--- config.mk ---
export PLATFORM = sky130hd
export DESIGN_NAME = slave_dma_stall_arbiter
export DESIGN_NICKNAME = d
export VERILOG_FILES = /design/src/inc/stall_arb_pkg.sv /design/src/rtl/slave_dma_stall_arbiter.sv
export SDC_FILE = /design/constraint.sdc
export NUM_CORES = 1
export LEC_CHECK = 0
export ABC_AREA = 1
export ABC_CLOCK_PERIOD_IN_PS = 3400
export BUFFER_PORTS_ARGS = -buffer_cell sky130_fd_sc_hd__buf_2
export CAP_MARGIN = 20
export CORE_ASPECT_RATIO = 1.2
export CORE_MARGIN = 1.5
export CORE_UTILIZATION = 45
export DETAILED_ROUTE_END_ITERATION = 12
export PLACE_DENSITY = 0.72
export SETUP_SLACK_MARGIN = 0.1
export SLEW_MARGIN = 5
export SYNTH_ARGS = -nofsm -noshare
export SYNTH_HDL_FRONTEND = slang
export SYNTH_SLANG_ARGS = --single-unit
--- constraint.sdc ---
create_clock -name mclk -period 3.4 [get_ports mclk]
set_input_delay 0.51 -clock mclk [delete_from_list [all_inputs] [get_ports mclk]]
set_output_delay 0.51 -clock mclk [all_outputs]
set_load 0.02 [all_outputs]
--- src/inc/stall_arb_pkg.sv ---
// Package for the slave-port stall arbiter: constants, states and carrier structs.
`default_nettype none
package stall_arb_pkg;

    localparam int unsigned POST_DEPTH   = 4;
    localparam int unsigned WBUS_W       = 32;
    localparam int unsigned ADDR_W       = 32;
    localparam logic [1:0]  TGT_L1       = 2'h0;
    localparam logic [1:0]  TGT_L2       = 2'h1;
    localparam logic [1:0]  TGT_EXT      = 2'h2;
    localparam logic [2:0]  CNT_ZERO     = 3'h0;
    localparam logic [2:0]  CNT_ONE      = 3'h1;

    // Outbound cache activity seen from the level-2 controller.
    typedef struct packed {
        logic l1d_read_miss_ext;
        logic l1d_victim_pend;
        logic l1d_other_pend;
        logic l2_victim_ext;
        logic ext_done;
        logic victim_done;
    } cache_evt_t;

    // One access from the slave port or the internal engine.
    typedef struct packed {
        logic              valid;
        logic              write;
        logic [1:0]        target;
        logic [ADDR_W-1:0] addr;
        logic [WBUS_W-1:0] data;
    } dma_req_t;

    typedef enum logic [1:0] {
        ST_IDLE    = 2'b00,
        ST_WAITEXT = 2'b01,
        ST_WAITBTH = 2'b11
    } hold_state_t;

endpackage
`default_nettype wire

--- src/rtl/slave_dma_stall_arbiter.sv ---
// Arbiter that holds slave-port and internal-engine accesses behind outbound traffic.
//
// Functional notes
// RQ1: Posting buffer keeps at most four pending non-cacheable external writes.
// RQ2: Full posting buffer blocks slave-port and internal-engine traffic until one drains.
// RQ3: Read miss to external with victim holds traffic until both finish.
// RQ4: External read miss while another request pends holds until external read ends.
// RQ5: Level-2 victim during pending request holds until both complete.
// RQ6: Stalled slave port shows not-ready and refuses write data.
// RQ7: Later bridged external writes queue behind an earlier slave-port write.
// RQ8: Descriptor RAM transfers use word accesses with four-byte strides (other party).
// RQ9: Level-2 fully cache removes the extra stalls and the deadlock.
// RQ10: Level-1 accesses stall only when queued behind level-2 accesses.
// RQ11: Internal engine shares resources, so blocking applies equally to both.
// RQ12: A read to the same memory forces that master's pending writes out.
// RQ13: Held accesses resume in order, without loss or duplication.
`timescale 1ns/1ps
`default_nettype none

module slave_dma_stall_arbiter #(
    parameter int unsigned DEPTH = stall_arb_pkg::POST_DEPTH
) (
    input  wire logic                              mclk,
    input  wire logic                              rstn,
    input  wire logic                              l2_all_cache,
    input  wire stall_arb_pkg::cache_evt_t         cache_evt,
    input  wire logic                              nc_wr_valid,
    input  wire logic [stall_arb_pkg::WBUS_W-1:0]  nc_wr_data,
    output logic                                   nc_wr_ready,
    output logic                                   master_dma_path_valid,
    output logic [stall_arb_pkg::WBUS_W-1:0]       master_dma_path_data,
    input  wire logic                              master_dma_path_ready,
    input  wire stall_arb_pkg::dma_req_t           slave_dma_port_req,
    output logic                                   slave_dma_port_ready,
    input  wire stall_arb_pkg::dma_req_t           internal_dma_engine_req,
    output logic                                   internal_dma_engine_ready,
    input  wire logic                              bridged_ext_wr_req,
    input  wire logic                              bridged_read_same_dest,
    output logic                                   bridged_ext_wr_grant,
    output var stall_arb_pkg::dma_req_t            mem_req,
    output logic                                   stall_active
);

    localparam int unsigned PW = $clog2(DEPTH);

    // Posting buffer state.
    logic [stall_arb_pkg::WBUS_W-1:0] post_mem [DEPTH];
    logic [PW-1:0]                    wp_r, wp_nxt, rp_r, rp_nxt;
    logic [PW:0]                      cnt_r, cnt_nxt;
    logic                             full;
    logic                             push, pop;

    // Hold state for cache-driven stalls.
    stall_arb_pkg::hold_state_t       hs_r, hs_nxt;
    logic                             hold_l2_r, hold_l2_nxt;
    logic                             ext_seen_r, ext_seen_nxt;
    logic                             oth_seen_r, oth_seen_nxt;

    // Output and fabric ordering state.
    stall_arb_pkg::dma_req_t          mem_req_nxt;
    logic                             slave_dma_port_rdy_nxt, internal_dma_engine_rdy_nxt, stall_nxt;
    logic                             slave_dma_port_wr_open_r, slave_dma_port_wr_open_nxt;
    logic                             grant_nxt;
    logic                             mvalid_nxt;
    logic [stall_arb_pkg::WBUS_W-1:0] mdata_nxt;
    logic                             block, l2_queued, pick_slave_dma_port;

    function automatic logic is_l2(input stall_arb_pkg::dma_req_t r);
        return r.valid && (r.target == stall_arb_pkg::TGT_L2);
    endfunction

    // Posting buffer: full at DEPTH entries, drains onto the master path.
    always_comb begin
        full    = (cnt_r == (PW+1)'(DEPTH)); // RQ1
        push    = nc_wr_valid && !full; // RQ1
        pop     = master_dma_path_valid && master_dma_path_ready;
        wp_nxt  = push ? PW'(wp_r + 1'b1) : wp_r;
        rp_nxt  = pop ? PW'(rp_r + 1'b1) : rp_r;
        cnt_nxt = (PW+1)'(cnt_r + (push ? 1'b1 : 1'b0) - (pop ? 1'b1 : 1'b0));
    end

    always_ff @(posedge mclk) begin
        if (!rstn) begin
            wp_r  <= '0;
            rp_r  <= '0;
            cnt_r <= '0;
        end else begin
            wp_r  <= wp_nxt;
            rp_r  <= rp_nxt;
            cnt_r <= cnt_nxt;
        end
        if (push) begin
            post_mem[wp_r] <= nc_wr_data;
        end
    end

    // Cache hold machine; holds are only armed while level 2 holds RAM.
    always_comb begin
        hs_nxt       = hs_r;
        hold_l2_nxt  = hold_l2_r;
        ext_seen_nxt = ext_seen_r;
        oth_seen_nxt = oth_seen_r;
        unique case (hs_r)
            stall_arb_pkg::ST_IDLE: begin
                if (!l2_all_cache) begin // RQ9
                    if (cache_evt.l1d_read_miss_ext && cache_evt.l1d_victim_pend) begin
                        hs_nxt       = stall_arb_pkg::ST_WAITBTH; // RQ3
                        ext_seen_nxt = 1'b0;
                        oth_seen_nxt = 1'b0;
                    end else if (cache_evt.l2_victim_ext && cache_evt.l1d_other_pend) begin
                        hs_nxt       = stall_arb_pkg::ST_WAITBTH; // RQ5
                        ext_seen_nxt = 1'b0;
                        oth_seen_nxt = 1'b0;
                    end else if (cache_evt.l1d_read_miss_ext && cache_evt.l1d_other_pend) begin
                        hs_nxt = stall_arb_pkg::ST_WAITEXT; // RQ4
                    end
                end
            end
            stall_arb_pkg::ST_WAITEXT: begin
                if (cache_evt.ext_done) begin
                    hs_nxt = stall_arb_pkg::ST_IDLE; // RQ4
                end
            end
            stall_arb_pkg::ST_WAITBTH: begin
                ext_seen_nxt = ext_seen_r || cache_evt.ext_done;
                oth_seen_nxt = oth_seen_r || cache_evt.victim_done;
                if (ext_seen_nxt && oth_seen_nxt) begin
                    hs_nxt = stall_arb_pkg::ST_IDLE; // RQ3 RQ5
                end
            end
        endcase
        // A level-1 access stalls only while level-2 accesses are queued ahead.
        if (is_l2(slave_dma_port_req) || is_l2(internal_dma_engine_req)) begin
            hold_l2_nxt = 1'b1; // RQ10
        end else if (!slave_dma_port_req.valid && !internal_dma_engine_req.valid) begin
            hold_l2_nxt = 1'b0;
        end
    end

    always_ff @(posedge mclk) begin
        if (!rstn) begin
            hs_r       <= stall_arb_pkg::ST_IDLE;
            hold_l2_r  <= 1'b0;
            ext_seen_r <= 1'b0;
            oth_seen_r <= 1'b0;
        end else begin
            hs_r       <= hs_nxt;
            hold_l2_r  <= hold_l2_nxt;
            ext_seen_r <= ext_seen_nxt;
            oth_seen_r <= oth_seen_nxt;
        end
    end

    // Shared access port: one block term for both sources, slave port first.
    // A request is taken only when its ready is high, so a held one is
    // presented again unchanged and nothing is lost or repeated.
    always_comb begin
        l2_queued = hold_l2_r || is_l2(slave_dma_port_req) || is_l2(internal_dma_engine_req);
        block     = !l2_all_cache && l2_queued
                    && (full || (hs_r != stall_arb_pkg::ST_IDLE)); // RQ2 RQ9 RQ10 RQ11
        pick_slave_dma_port = slave_dma_port_req.valid;
        // Only one source is offered ready at a time, so both can never be
        // taken at one edge with the engine's access silently dropped.
        slave_dma_port_rdy_nxt = !block && (pick_slave_dma_port || !internal_dma_engine_req.valid); // RQ6 RQ11
        internal_dma_engine_rdy_nxt = !block && !pick_slave_dma_port && internal_dma_engine_req.valid; // RQ11 RQ13
        mem_req_nxt  = '0;
        if (slave_dma_port_req.valid && slave_dma_port_ready) begin
            mem_req_nxt = slave_dma_port_req; // RQ13
        end else if (internal_dma_engine_req.valid && internal_dma_engine_ready) begin
            mem_req_nxt = internal_dma_engine_req; // RQ13
        end
        stall_nxt = block;
        // A slave-port write held by a stall keeps later bridged external
        // writes waiting; a read to the same memory flushes it first.
        slave_dma_port_wr_open_nxt = slave_dma_port_wr_open_r;
        if (bridged_read_same_dest) begin
            slave_dma_port_wr_open_nxt = 1'b0; // RQ12
        end else if (slave_dma_port_req.valid && slave_dma_port_req.write && block) begin
            slave_dma_port_wr_open_nxt = 1'b1; // RQ7
        end else if (!block) begin
            slave_dma_port_wr_open_nxt = 1'b0;
        end
        grant_nxt  = bridged_ext_wr_req && !slave_dma_port_wr_open_nxt; // RQ7
        mvalid_nxt = (cnt_nxt != '0);
        // A word pushed into an empty buffer is not in the array until this
        // edge, so it is forwarded straight to the head register.
        if (push && (wp_r == rp_nxt)) begin
            mdata_nxt = nc_wr_data;
        end else begin
            mdata_nxt = post_mem[rp_nxt];
        end
    end

    // Registered outputs.
    always_ff @(posedge mclk) begin
        if (!rstn) begin
            slave_dma_port_ready      <= 1'b0;
            internal_dma_engine_ready <= 1'b0;
            mem_req                   <= '0;
            stall_active              <= 1'b0;
            slave_dma_port_wr_open_r            <= 1'b0;
            bridged_ext_wr_grant      <= 1'b0;
            master_dma_path_valid     <= 1'b0;
            master_dma_path_data      <= '0;
            nc_wr_ready               <= 1'b0;
        end else begin
            slave_dma_port_ready      <= slave_dma_port_rdy_nxt;
            internal_dma_engine_ready <= internal_dma_engine_rdy_nxt;
            mem_req                   <= mem_req_nxt;
            stall_active              <= stall_nxt;
            slave_dma_port_wr_open_r            <= slave_dma_port_wr_open_nxt;
            bridged_ext_wr_grant      <= grant_nxt;
            master_dma_path_valid     <= mvalid_nxt;
            master_dma_path_data      <= mdata_nxt;
            nc_wr_ready               <= (cnt_nxt != (PW+1)'(DEPTH)); // RQ1
        end
    end

endmodule

`default_nettype wire

Word level (Yosys, flattened, before mapping). Memories as Yosys holds them, arrays and structs flattened. A register that Yosys moved wholly into a read port is not among the register bits. Index checks and enable logic that the tools add are counted.

Register bits after elaboration: 87. RAM bits: 128. Bits of input ports: 181. Output and inout bits: 106. Logic and storage cells: 99. Memories kept: 1.

Memory list: post_mem (words 4, width 32, rd ports 1, clocked after memory_dff 1, write ports 1, line slave_dma_stall_arbiter.sv:47) `logic [stall_arb_pkg::WBUS_W-1:0] post_mem [DEPTH];`.

$add $sub $neg: 4. Equality and inequality tests: 11. Multiplexer cells: 24. Reduce and logical (&&, ||, !) cells: 40.

Operators with widths (count): $mux W68 (2); $logic_and A1 B1 Y1 (19); $mux W2 (7); $mux W1 (12); $logic_not A1 Y1 (7); $logic_or A1 B1 Y1 (7); $eq A2 B1 Y1 const B (3); $ne A2 B2 Y1 const B (3); $ne A3 B3 Y1 const B (2); $pmux W2 S3 (1); $reduce_bool A2 Y1 (3); $add A2 B1 Y2 const B (2); $ne A4 B4 Y1 const B (1); $pmux W1 S2 (2); $reduce_and A4 Y1 (1); $add A3 B1 Y3 (1); $eq A3 B3 Y1 const B (1); $reduce_and A3 Y1 (1); $reduce_bool A3 Y1 (1); $sub A3 B1 Y3 (1); $eq A2 B2 Y1 const B (1); $logic_not A2 Y1 (1).

Logic depth before layout (Yosys ltp). Gate-level depths: netlist of the first run.

Depth in word-level cells: 11. Depth in mapped cells: 11. Depth with buffers taken out: 11.

Worst setup path before layout of the first run. Ideal clock, no wire load.

Kind: input port to flip-flop. Start: in nc_wr_valid. End: mem post_mem[0][0] (netlist name), enable pin. Arrival time: 2.174 ns. Data required time: 2.979 ns. Slack: 0.805 ns. Stages on the path: 3. Path buffers: 0. Cell sequence: a21boi_2 inv_2 nor2_1.

Word-level cells in the longest chain between the ends: 3.

RTL lines: from (decl) (line slave_dma_stall_arbiter.sv:27) `input wire logic nc_wr_valid,`; $logic_and A1 B1 Y1 (line slave_dma_stall_arbiter.sv:75) `push = nc_wr_valid && !full;`; $mux W1 (line slave_dma_stall_arbiter.sv:92) `if (push) begin`; $mux W1 (not written as such) (line slave_dma_stall_arbiter.sv:93) `post_mem[wp_r] <= nc_wr_data;`; to (decl) (line slave_dma_stall_arbiter.sv:47).

Every way passes these cells.

Worst setup path after layout of the first run.
Start: reg master_dma_path_valid. End: reg master_dma_path_data[20] (netlist name), read port of post_mem.

Word-level cells in the longest chain between the ends: 2.

RTL lines: from (decl) (line slave_dma_stall_arbiter.sv:30) `output logic master_dma_path_valid,`; from (signal assigned) (line slave_dma_stall_arbiter.sv:213) `master_dma_path_valid <= mvalid_nxt;`; $logic_and A1 B1 Y1 (line slave_dma_stall_arbiter.sv:76) `pop = master_dma_path_valid && master_dma_path_ready;`; $mux W2 (line slave_dma_stall_arbiter.sv:78) `rp_nxt = pop ? PW'(rp_r + 1'b1) : rp_r;`; to (decl) (line slave_dma_stall_arbiter.sv:31) `output logic [stall_arb_pkg::WBUS_W-1:0] master_dma_path_data,`.

Every way passes these cells. A chain may end at the register's enable or synchronous reset.

==> results of run 1 <==
==> layout by cell type (no fill, tap or decap), drive strengths merged, types with 2 or more instances in the layout <==
master | Yosys | routed
o21ai | 5 | 5
buf | 42 | 307
dfxtp | 119 | 119
a31oi | 3 | 3
diode | 0 | 6
edfxtp | 128 | 128
a21oi | 10 | 10
nand3 | 76 | 76
inv | 32 | 34
nand2 | 279 | 279
clkbuf | 20 | 37
nand3b | 34 | 34
xor2 | 2 | 2
nor2 | 148 | 148
ha | 6 | 6
a22oi | 67 | 67
clkinv | 0 | 7
==> metrics by stage <==
step | utilization | std cells | area, sq um
3_3_place_gp | 0.540 | 1492 | 11400
6_report | 0.581 | 1546 | 12200
2_1_floorplan | - | 977 | 9710
5_1_grt | 0.580 | 1543 | 12200
4_1_cts | 0.580 | 1540 | 12200
3_5_place_dp | 0.540 | 1492 | 11400
==> worst register-to-register path, stage by stage (launching register included) <==
cell and delay, ns:
dfxtp_1 0.40, nand3_2 0.49, nand2_2 0.24, buf_4 0.60, nand2_1 0.17, nand2_1 0.11
nand2_1 0.05, nand2_1 0.09, nor2_2 0.05, nor2_1 0.11
==> power groups by stage <==
| stage | registers, uW | clock network (uW) | logic [uW] |
|---|---|---|---|
| 2_1_floorplan | 3930 | 0 | 1380 |
| 3_3_place_gp | 3700 | 0 | 2220 |
| 3_5_place_dp | 3710 | 0 | 2260 |
| 4_1_cts | 3650 | 2800 | 2280 |
| 5_1_grt | 3680 | 2900 | 2520 |
| 6_report | 3650 | 2750 | 2260 |
==> state kept, by name, indices dropped and copies added, names as in the netlist, 2 cells and up <==
| name | flops |
|---|---|
| post_mem | 128 |
| rp_r | 2 |
| master_dma_path_data | 32 |
| hs_r | 2 |
| mem_req | 68 |
| cnt_r | 3 |
| wp_r | 2 |
==> path summary, 6_finish.rpt <==
path	startpoint	end	slack (ns)
max	master_dma_path_valid$_SDFF_PN0_	master_dma_path_data[20]$_SDFF_PN0_	1.04
max reg2reg	master_dma_path_valid$_SDFF_PN0_	master_dma_path_data[20]$_SDFF_PN0_	1.04
min reg2reg	oth_seen_r$_SDFFE_PN0P_	oth_seen_r$_SDFFE_PN0P_	0.49
min	nc_wr_data[20]	post_mem[1][20]$_DFFE_PP_	0.21
==> cells by family after synthesis <==
group | count (synthesis) | synth area share
AOI/OAI and AO/OA | 88 | 0.0643
xor gates and xnor gates | 2 | 0.00180
adders and majority gates | 7 | 0.00980
buffers and inverters | 94 | 0.0451
DFF | 247 | 0.641
and+or+nand+nor | 539 | 0.238
==> area by class of cell <==
class                      instances  area, sq um
fill                            1788         8820
sequential                       247         6230
multi-input combinational        636         3080
timing repair buffer             307         1600
clock buffer                      37          757
tap                              270          338
inverter                          32          120
clock inverter                    11         82.6
antenna                            6         15.0
==> cells in the mapped netlist, drive strengths merged <==
library cell	n
xor2	2
inv	32
nand3b	34
a21oi	10
nand3	76
clkbuf	20
dfxtp	119
edfxtp	128
a211o	1
nand4	1
nand2	279
a31oi	3
fa	1
a22oi	67
nor2	148
nor3	1
o211ai	1
o21ai	5
a21boi	1
buf	42
ha	6
==> routing by layer <==
layer / wire [um] / up-vias / track usage
met1: 9800 / 3626 / 0.268
li1: - / 3833 / -
met5: 8 / - / 0
met3: 2530 / 48 / 0.0580
met4: 526 / 2 / 0.0746
met2: 13500 / 323 / 0.414
==> run summary, run 1 <==
RUN STATUS
--------------------------------------------------------------------------------
Result of the run                                                   complete, no violations

SETUP PATH
--------------------------------------------------------------------------------
Total stage count of the critical path                                         9
Cells along the critical path                                       nand3_2 -> nand2_2 -> buf_4 -> nand2_1 -> nand2_1 -> nand2_1 -> nand2_1 -> nor2_2 -> nor2_1
Crit Path Max Fanout                                                          65
Cell at the slowest stage of the critical path                             buf_4
Critical path class                                                      reg2reg
Crit path max-delay family                                          simple AND/OR/NAND/NOR gates
Cell occurring most often along the worst timing path                    nand2_1
Data required, critical path                                             3.86 ns
R2r worst-path depth                                                           9
Kind of start point of the critical path                                    flop
Number of buffer and inverter stages on the critical path                      1
CP endpoint kind                                                            flop
Arrival time of the worst setup path                                     2.83 ns
Longest individual stage delay on the worst path                         0.60 ns

TIMING
--------------------------------------------------------------------------------
Endpoints failing hold                                                         0
Slew headroom                                                              0.485
Clock tree skew after final layout                                    0.00715 ns
Smallest setup slack after layout                                        1.04 ns
Worst hold slack after final layout                                     0.211 ns
Number of endpoints failing setup at the final stage                           0
Least-Margin Pin Slew                                                   0.771 ns
Unrepaired setup endpoints after global routing                            false
FMAX                                                                   0.423 GHz
Final period utilization                                                   0.695
Time the worst path needs with I/O delays and setup                      2.36 ns
Setup total negative slack                                                  0 ns
Count of pins over their slew limit                                            0

ROUTING
--------------------------------------------------------------------------------
Wire length reported by the detailed router                            26,300 um
Number of vias after detailed routing                                      7,832
Total DRC errors in the routed layout                                          0
Initial DRC count                                                            373
ANT nets after route                                                           0
Avg Vias per Cell                                                           5.07
Average routed wire per standard cell                                    17.0 um
First-pass detailed-route iteration total                                      4

POWER AND IR DROP
--------------------------------------------------------------------------------
Sw power                                                                 2780 uW
Combinational cell fraction of total power                                 0.261
Part of the total power dissipated in sequential elements                  0.421
Net switching fraction of the power                                        0.321
Leakage power                                                         0.00561 uW
Max rail drop VDD                                                         442 uV
Internal cell power                                                      5880 uW
Power Dens Cells                                                     708 mW/mm^2
Sum of internal, switching and leakage power                             8660 uW
Clock group share of total power                                           0.318

YOSYS
--------------------------------------------------------------------------------
Cell area after synthesis                                           0.00971 sq mm
Synthesized Nets                                                           1,165
Share of the yosys chip area belonging to registers                        0.641
Cell taking the most area after synthesis                               edfxtp_1
Average footprint of a synthesized cell                               9.94 sq um
Distinct cell type count after synthesis                                      29
Proportion of netlist area held by the largest area contributor            0.396
Number of storage elements in the synthesis netlist                          247
Number of warning messages in the yosys log                                    0
Syn Inst Count                                                               977
Main area contributors after synthesis                              edfxtp_1, dfxtp_1, nand2_1

CLOCK TREE
--------------------------------------------------------------------------------
Cells resized by post-CTS repair                                               0
Clock tree root driver cell                                            clkbuf_16
CTS H-tree lvls                                                                1
Count of hold-fix buffers inserted at cts                                      0
Clock slew at reported path FFs                                          0.06 ns
Worst-skew pair later-pin latency                                        0.52 ns
Num CTS Buffers                                                               26
Clock tree from TritonCTS                                                    yes
Worst-case clock buffer depth                                                  3
Sink Count                                                                   247
# Post-CTS Setup Buffers                                                       0

PLACE
--------------------------------------------------------------------------------
Placed wire-length estimate after detailed placement                   17,600 um
Worst slack at placement                                                0.859 ns
Number of input and output port buffers inserted                             286
Routability-driven placement congestion ratio                              0.837

GLOBAL ROUTING
--------------------------------------------------------------------------------
First-pass GRT wire length                                             39,300 um
Combined global-route utilization of all metal layers                      0.231
Sum of overflow across all layers after global routing                         0
Via count of the first global-routing pass                                 7,516
Maximum number of pins on one net before global-route repair                  66
Number of antenna violations at the first check in global routing              8

LAYOUT
--------------------------------------------------------------------------------
Fraction of layout instances using a drive strength above 1                0.294
Area growth from synthesis to layout                                       25.9%
Net total in the final layout                                              1,438

DIE
--------------------------------------------------------------------------------
Area enclosed by the die boundary                                   0.0225 sq mm
Count of boundary I/O pins                                                   287
Die Y                                                                     164 um
Floorplan core area                                                 0.0210 sq mm
FP Rows                                                                       58
Horizontal die dimension                                                  137 um
Initial standard-cell utilization of the core                              0.461

MIN PATH
--------------------------------------------------------------------------------
Path class of the lowest-slack min-delay path                             in2reg
Depth of the worst hold-timing path                                            1

JOB
--------------------------------------------------------------------------------
Maximum Capacitance Violations                                                 0

Note: power is estimated with default switching activity, not from simulation.
==> run 2: changes to the inputs <==
Settings changed: ABC_AREA 1 to 0, ABC_CLOCK_PERIOD_IN_PS 3400 to 2100, PLACE_DENSITY 0.72 to 0.74.
Clock period 3.4 ns to 2.1 ns, I/O delays scaled along.
==> run 2 against run 1 <==
The flow now finishes with violations (setup timing). Fmax shrank 3.1%. Die area is 5.2% higher. Total power up 72%. Area after synthesis grew 5.3%. Largest cell class unchanged. Non-clock buffer count up 23.
==> run summary, run 2 <==
YOSYS
--------------------------------------------------------------------------------
Most repeated cell in the gate-level netlist after synthesis            edfxtp_1   was nand2_1
Area fraction in and, or, nand and nor cells after synthesis              0.0910   was 0.238
Number of synthesized flops with an enable pin                               128   unchanged
Leading cell types by count after synthesis                         edfxtp_1, dfxtp_1, a22oi_1   was nand2_1, nor2_1, edfxtp_1
Main area contributors after synthesis                              edfxtp_1, dfxtp_1, o221ai_1   was edfxtp_1, dfxtp_1, nand2_1
Number of storage elements in the synthesis netlist                          247   unchanged
Leading register cell type out of synthesis                             edfxtp_1   unchanged
Average footprint of a synthesized cell                               12.6 sq um   was 9.94 sq um
Largest family of logic cells by synthesized area                   compound AO/OA/AOI/OAI gates   was simple AND/OR/NAND/NOR gates
Share of the yosys chip area belonging to registers                        0.609   was 0.641
Syn Inst Count                                                               809   was 977
Asr flop ratio synth                                                           0   unchanged
Share of synthesized area spent on multiplexers                           0.0353   was 0
Synthesized Nets                                                             997   was 1,165
Synth Area in Compound Gates                                               0.198   was 0.0643
Number of warning messages in the yosys log                                    0   unchanged
Cell area after synthesis                                           0.0102 sq mm   was 0.00971 sq mm
Proportion of netlist area held by the largest area contributor            0.376   was 0.396
Distinct cell type count after synthesis                                      47   was 29
Cell taking the most area after synthesis                               edfxtp_1   unchanged
Share of the synthesized netlist area taken by xor and xnor gates        0.00514   was 0.00180
Synthesized-area fraction occupied by adder cells                        0.00931   was 0.00980

CLOCK TREE
--------------------------------------------------------------------------------
Worst-case clock buffer depth                                                  3   unchanged
Worst-skew pair later-pin latency                                        0.52 ns   about the same
Clock tree from TritonCTS                                                    yes   unchanged
CTS H-tree lvls                                                                1   unchanged
Num CTS Buffers                                                               26   unchanged
Clock slew at reported path FFs                                          0.06 ns   about the same
Count of hold-fix buffers inserted at cts                                      0   unchanged
Clock tree root driver cell                                            clkbuf_16   unchanged
Sink Count                                                                   247   unchanged

ROUTING
--------------------------------------------------------------------------------
Initial DRC count                                                            637   was 373
Average routed wire per standard cell                                    21.3 um   was 17.0 um
First-pass detailed-route iteration total                                      7   was 4
ANT nets after route                                                           0   unchanged
Number of vias after detailed routing                                      8,188   was 7,832
Total DRC errors in the routed layout                                          0   unchanged
Wire length reported by the detailed router                            29,800 um   was 26,300 um
Avg Vias per Cell                                                           5.86   was 5.07

TIMING
--------------------------------------------------------------------------------
Slew headroom                                                              0.599   was 0.485
Least-Margin Pin Slew                                                   0.601 ns   was 0.771 ns
FMAX                                                                   0.410 GHz   was 0.423 GHz
Number of endpoints failing setup at the final stage                           3   was 0
Time the worst path needs with I/O delays and setup                      2.44 ns   was 2.36 ns
Count of pins over their slew limit                                            0   unchanged
Final period utilization                                                    1.16   was 0.695
Endpoints failing hold                                                         0   unchanged
Smallest setup slack after layout                                      -0.341 ns   was 1.04 ns
Unrepaired setup endpoints after global routing                             true   was false
Clock tree skew after final layout                                     0.0127 ns   was 0.00715 ns

POWER AND IR DROP
--------------------------------------------------------------------------------
Power Dens Cells                                                    1150 mW/mm^2   was 708 mW/mm^2
Max rail drop VDD                                                         719 uV   was 442 uV
Clock group share of total power                                           0.299   was 0.318
Internal cell power                                                    10,200 uW   was 5880 uW
Leakage power                                                         0.00513 uW   was 0.00561 uW
Part of the total power dissipated in sequential elements                  0.407   was 0.421
Combinational cell fraction of total power                                 0.294   was 0.261
Net switching fraction of the power                                        0.315   was 0.321
Sum of internal, switching and leakage power                           14,900 uW   was 8660 uW
Sw power                                                                 4700 uW   was 2780 uW

LAYOUT
--------------------------------------------------------------------------------
Net total in the final layout                                              1,277   was 1,438
Number of flip-flops in the largest register                                 128   unchanged
Commonest cells after routing, fill and taps aside                  buf_2, edfxtp_1, dfxtp_1   was buf_2, nand2_1, nor2_1
Largest Register                                                        post_mem   unchanged
Utilization after layout                                                   0.582   was 0.581
Fraction of layout instances using a drive strength above 1                0.375   was 0.294
Most common cell after layout, fill and taps aside                         buf_2   unchanged
Registers with the most flip-flops                                  post_mem (128), mem_req (68), master_dma_path_data (32)   unchanged
Area growth from synthesis to layout                                       27.5%   was 25.9%

PLACE
--------------------------------------------------------------------------------
Number of input and output port buffers inserted                             286   unchanged
Placed wire-length estimate after detailed placement                   19,200 um   was 17,600 um
Worst slack at placement                                               -0.303 ns   was 0.859 ns
Routability-driven placement congestion ratio                              0.835   was 0.837

SETUP PATH
--------------------------------------------------------------------------------
Data required, critical path                                             2.50 ns   was 3.86 ns
Arrival time of the worst setup path                                     2.84 ns   was 2.83 ns
Cells along the critical path                                       or3b_4 -> and2_4 -> inv_4 -> ha_4 -> inv_2 -> ha_4 -> fa_2 -> xnor2_2 -> xnor2_1 -> and2_1 -> or3_1   was nand3_2 -> nand2_2 -> buf_4 -> nand2_1 -> nand2_1 -> nand2_1 -> nand2_1 -> nor2_2 -> nor2_1
Crit Path Max Fanout                                                           2   was 65
Number of buffer and inverter stages on the critical path                      2   was 1
Kind of start point of the critical path                                    flop   unchanged
Critical path class                                                      reg2reg   unchanged
Longest individual stage delay on the worst path                         0.39 ns   was 0.60 ns
Crit path max-delay family                                          simple AND/OR/NAND/NOR gates   unchanged
Cell at the slowest stage of the critical path                            or3b_4   was buf_4
Cell occurring most often along the worst timing path                       ha_4   was nand2_1
CP endpoint kind                                                            flop   unchanged

GLOBAL ROUTING
--------------------------------------------------------------------------------
Maximum number of pins on one net before global-route repair                  74   was 66
First-pass GRT wire length                                             44,200 um   was 39,300 um
Sum of overflow across all layers after global routing                         0   unchanged
Number of antenna violations at the first check in global routing             11   was 8
Via count of the first global-routing pass                                 8,207   was 7,516
Combined global-route utilization of all metal layers                      0.241   was 0.231

MIN PATH
--------------------------------------------------------------------------------
Path class of the lowest-slack min-delay path                             in2reg   unchanged

RUN STATUS
--------------------------------------------------------------------------------
Result of the run                                                   complete, but fails checks   was complete, no violations
Violations in the final reports                                     setup timing

DIE
--------------------------------------------------------------------------------
Count of boundary I/O pins                                                   287   unchanged
Floorplan core area                                                 0.0224 sq mm   was 0.0210 sq mm
Initial standard-cell utilization of the core                              0.457   was 0.461
FP Rows                                                                       60   was 58
Horizontal die dimension                                                  141 um   was 137 um
Die Y                                                                     168 um   was 164 um
Area enclosed by the die boundary                                   0.0236 sq mm   was 0.0225 sq mm

JOB
--------------------------------------------------------------------------------
Maximum Capacitance Violations                                                 0   unchanged

run 2: cell count changes after synthesis, moves of 10 or more:
cell	change
mux2_2	+24
nand4b_1	+33
nand3_1	-75
nand3b_1	-33
o31ai_1	+33
nor2_1	-123
inv_1	+13
clkbuf_1	+16
nand2_1	-265
nor2_2	-10
o221ai_1	+65
nor2b_1	+66
a221o_1	+32
o22ai_1	+32
run 2: cell type report:
class	instances	area, sq um
fillers	1901	9350
flip-flops and latches	247	6240
multi-input cells	441	3520
repair buffers	330	1890
clock buffers	39	761
well taps	279	349
inverters	43	166
clock inverters	9	83.8
diodes	10	25.0
run 2: per-stage QoR:
stage / cells / setup TNS [ns] / cell area, sq um / hold slack, ns
2_1_floorplan: 809 / -0.424 / 10300 / 0.414
3_3_place_gp: 1333 / -0.259 / 12100 / 0.475
3_5_place_dp: 1333 / -1.96 / 12100 / 0.485
4_1_cts: 1382 / -0.318 / 12900 / 0.00160
5_1_grt: 1393 / -0.747 / 13000 / 0.0172
6_report: 1398 / -0.545 / 13000 / 0.0221
run 2: power by group through the flow:
stage          combinational, uW  sequential (uW)  clock, uW
3_5_place_dp                4210             6170          0
2_1_floorplan               2320             6530          0
3_3_place_gp                4100             6150          0
6_report                    4390             6070       4460
5_1_grt                     4690             6130       4710
4_1_cts                     4240             6080       4540
run 2: cell families after synthesis:
kind of cell / Yosys count
buffers and inverters: 121
and+or+nand+nor: 143
muxes: 32
adders and majority gates: 7
AOI/OAI and AO/OA: 253
xor gates and xnor gates: 6
DFF: 247
run 2: what timing repair did:
item                                    4_1_cts  5_1_grt
buffers inserted                              1        6
endpoints found under the setup margin       28       11
pin swaps                                     1        6
gates cloned                                  0        0
resized for setup                             4        5
run 2: worst paths after layout:
check | startpoint | to | slack, ns | cells after the start
max | cnt_r[0]$_SDFF_PN0_ | master_dma_path_valid$_SDFF_PN0_ | -0.34 | 11
min | nc_wr_data[2] | post_mem[3][2]$_DFFE_PP_ | 0.02 | 1
min reg2reg | slave_dma_port_ready$_SDFF_PN0_ | mem_req[67]$_SDFF_PN0_ | 0.50 | 2
max reg2reg | cnt_r[0]$_SDFF_PN0_ | master_dma_path_valid$_SDFF_PN0_ | -0.34 | 11
run 2: layer usage:
metal,global-route usage,wire length [um],vias up
met2,0.426,14900,429
met3,0.0668,3180,71
li1,-,-,3752
met5,0,10,-
met4,0.0915,868,2
met1,0.277,10800,3934
run 2: worst reg2reg max path: stages, from the launching register on:
cell and delay (ns):
dfxtp_2 0.32, or3b_4 0.39, and2_4 0.18, inv_4 0.06, ha_4 0.12, inv_2 0.03, ha_4 0.15, fa_2 0.36
xnor2_2 0.14, xnor2_1 0.13, and2_1 0.15, or3_1 0.29
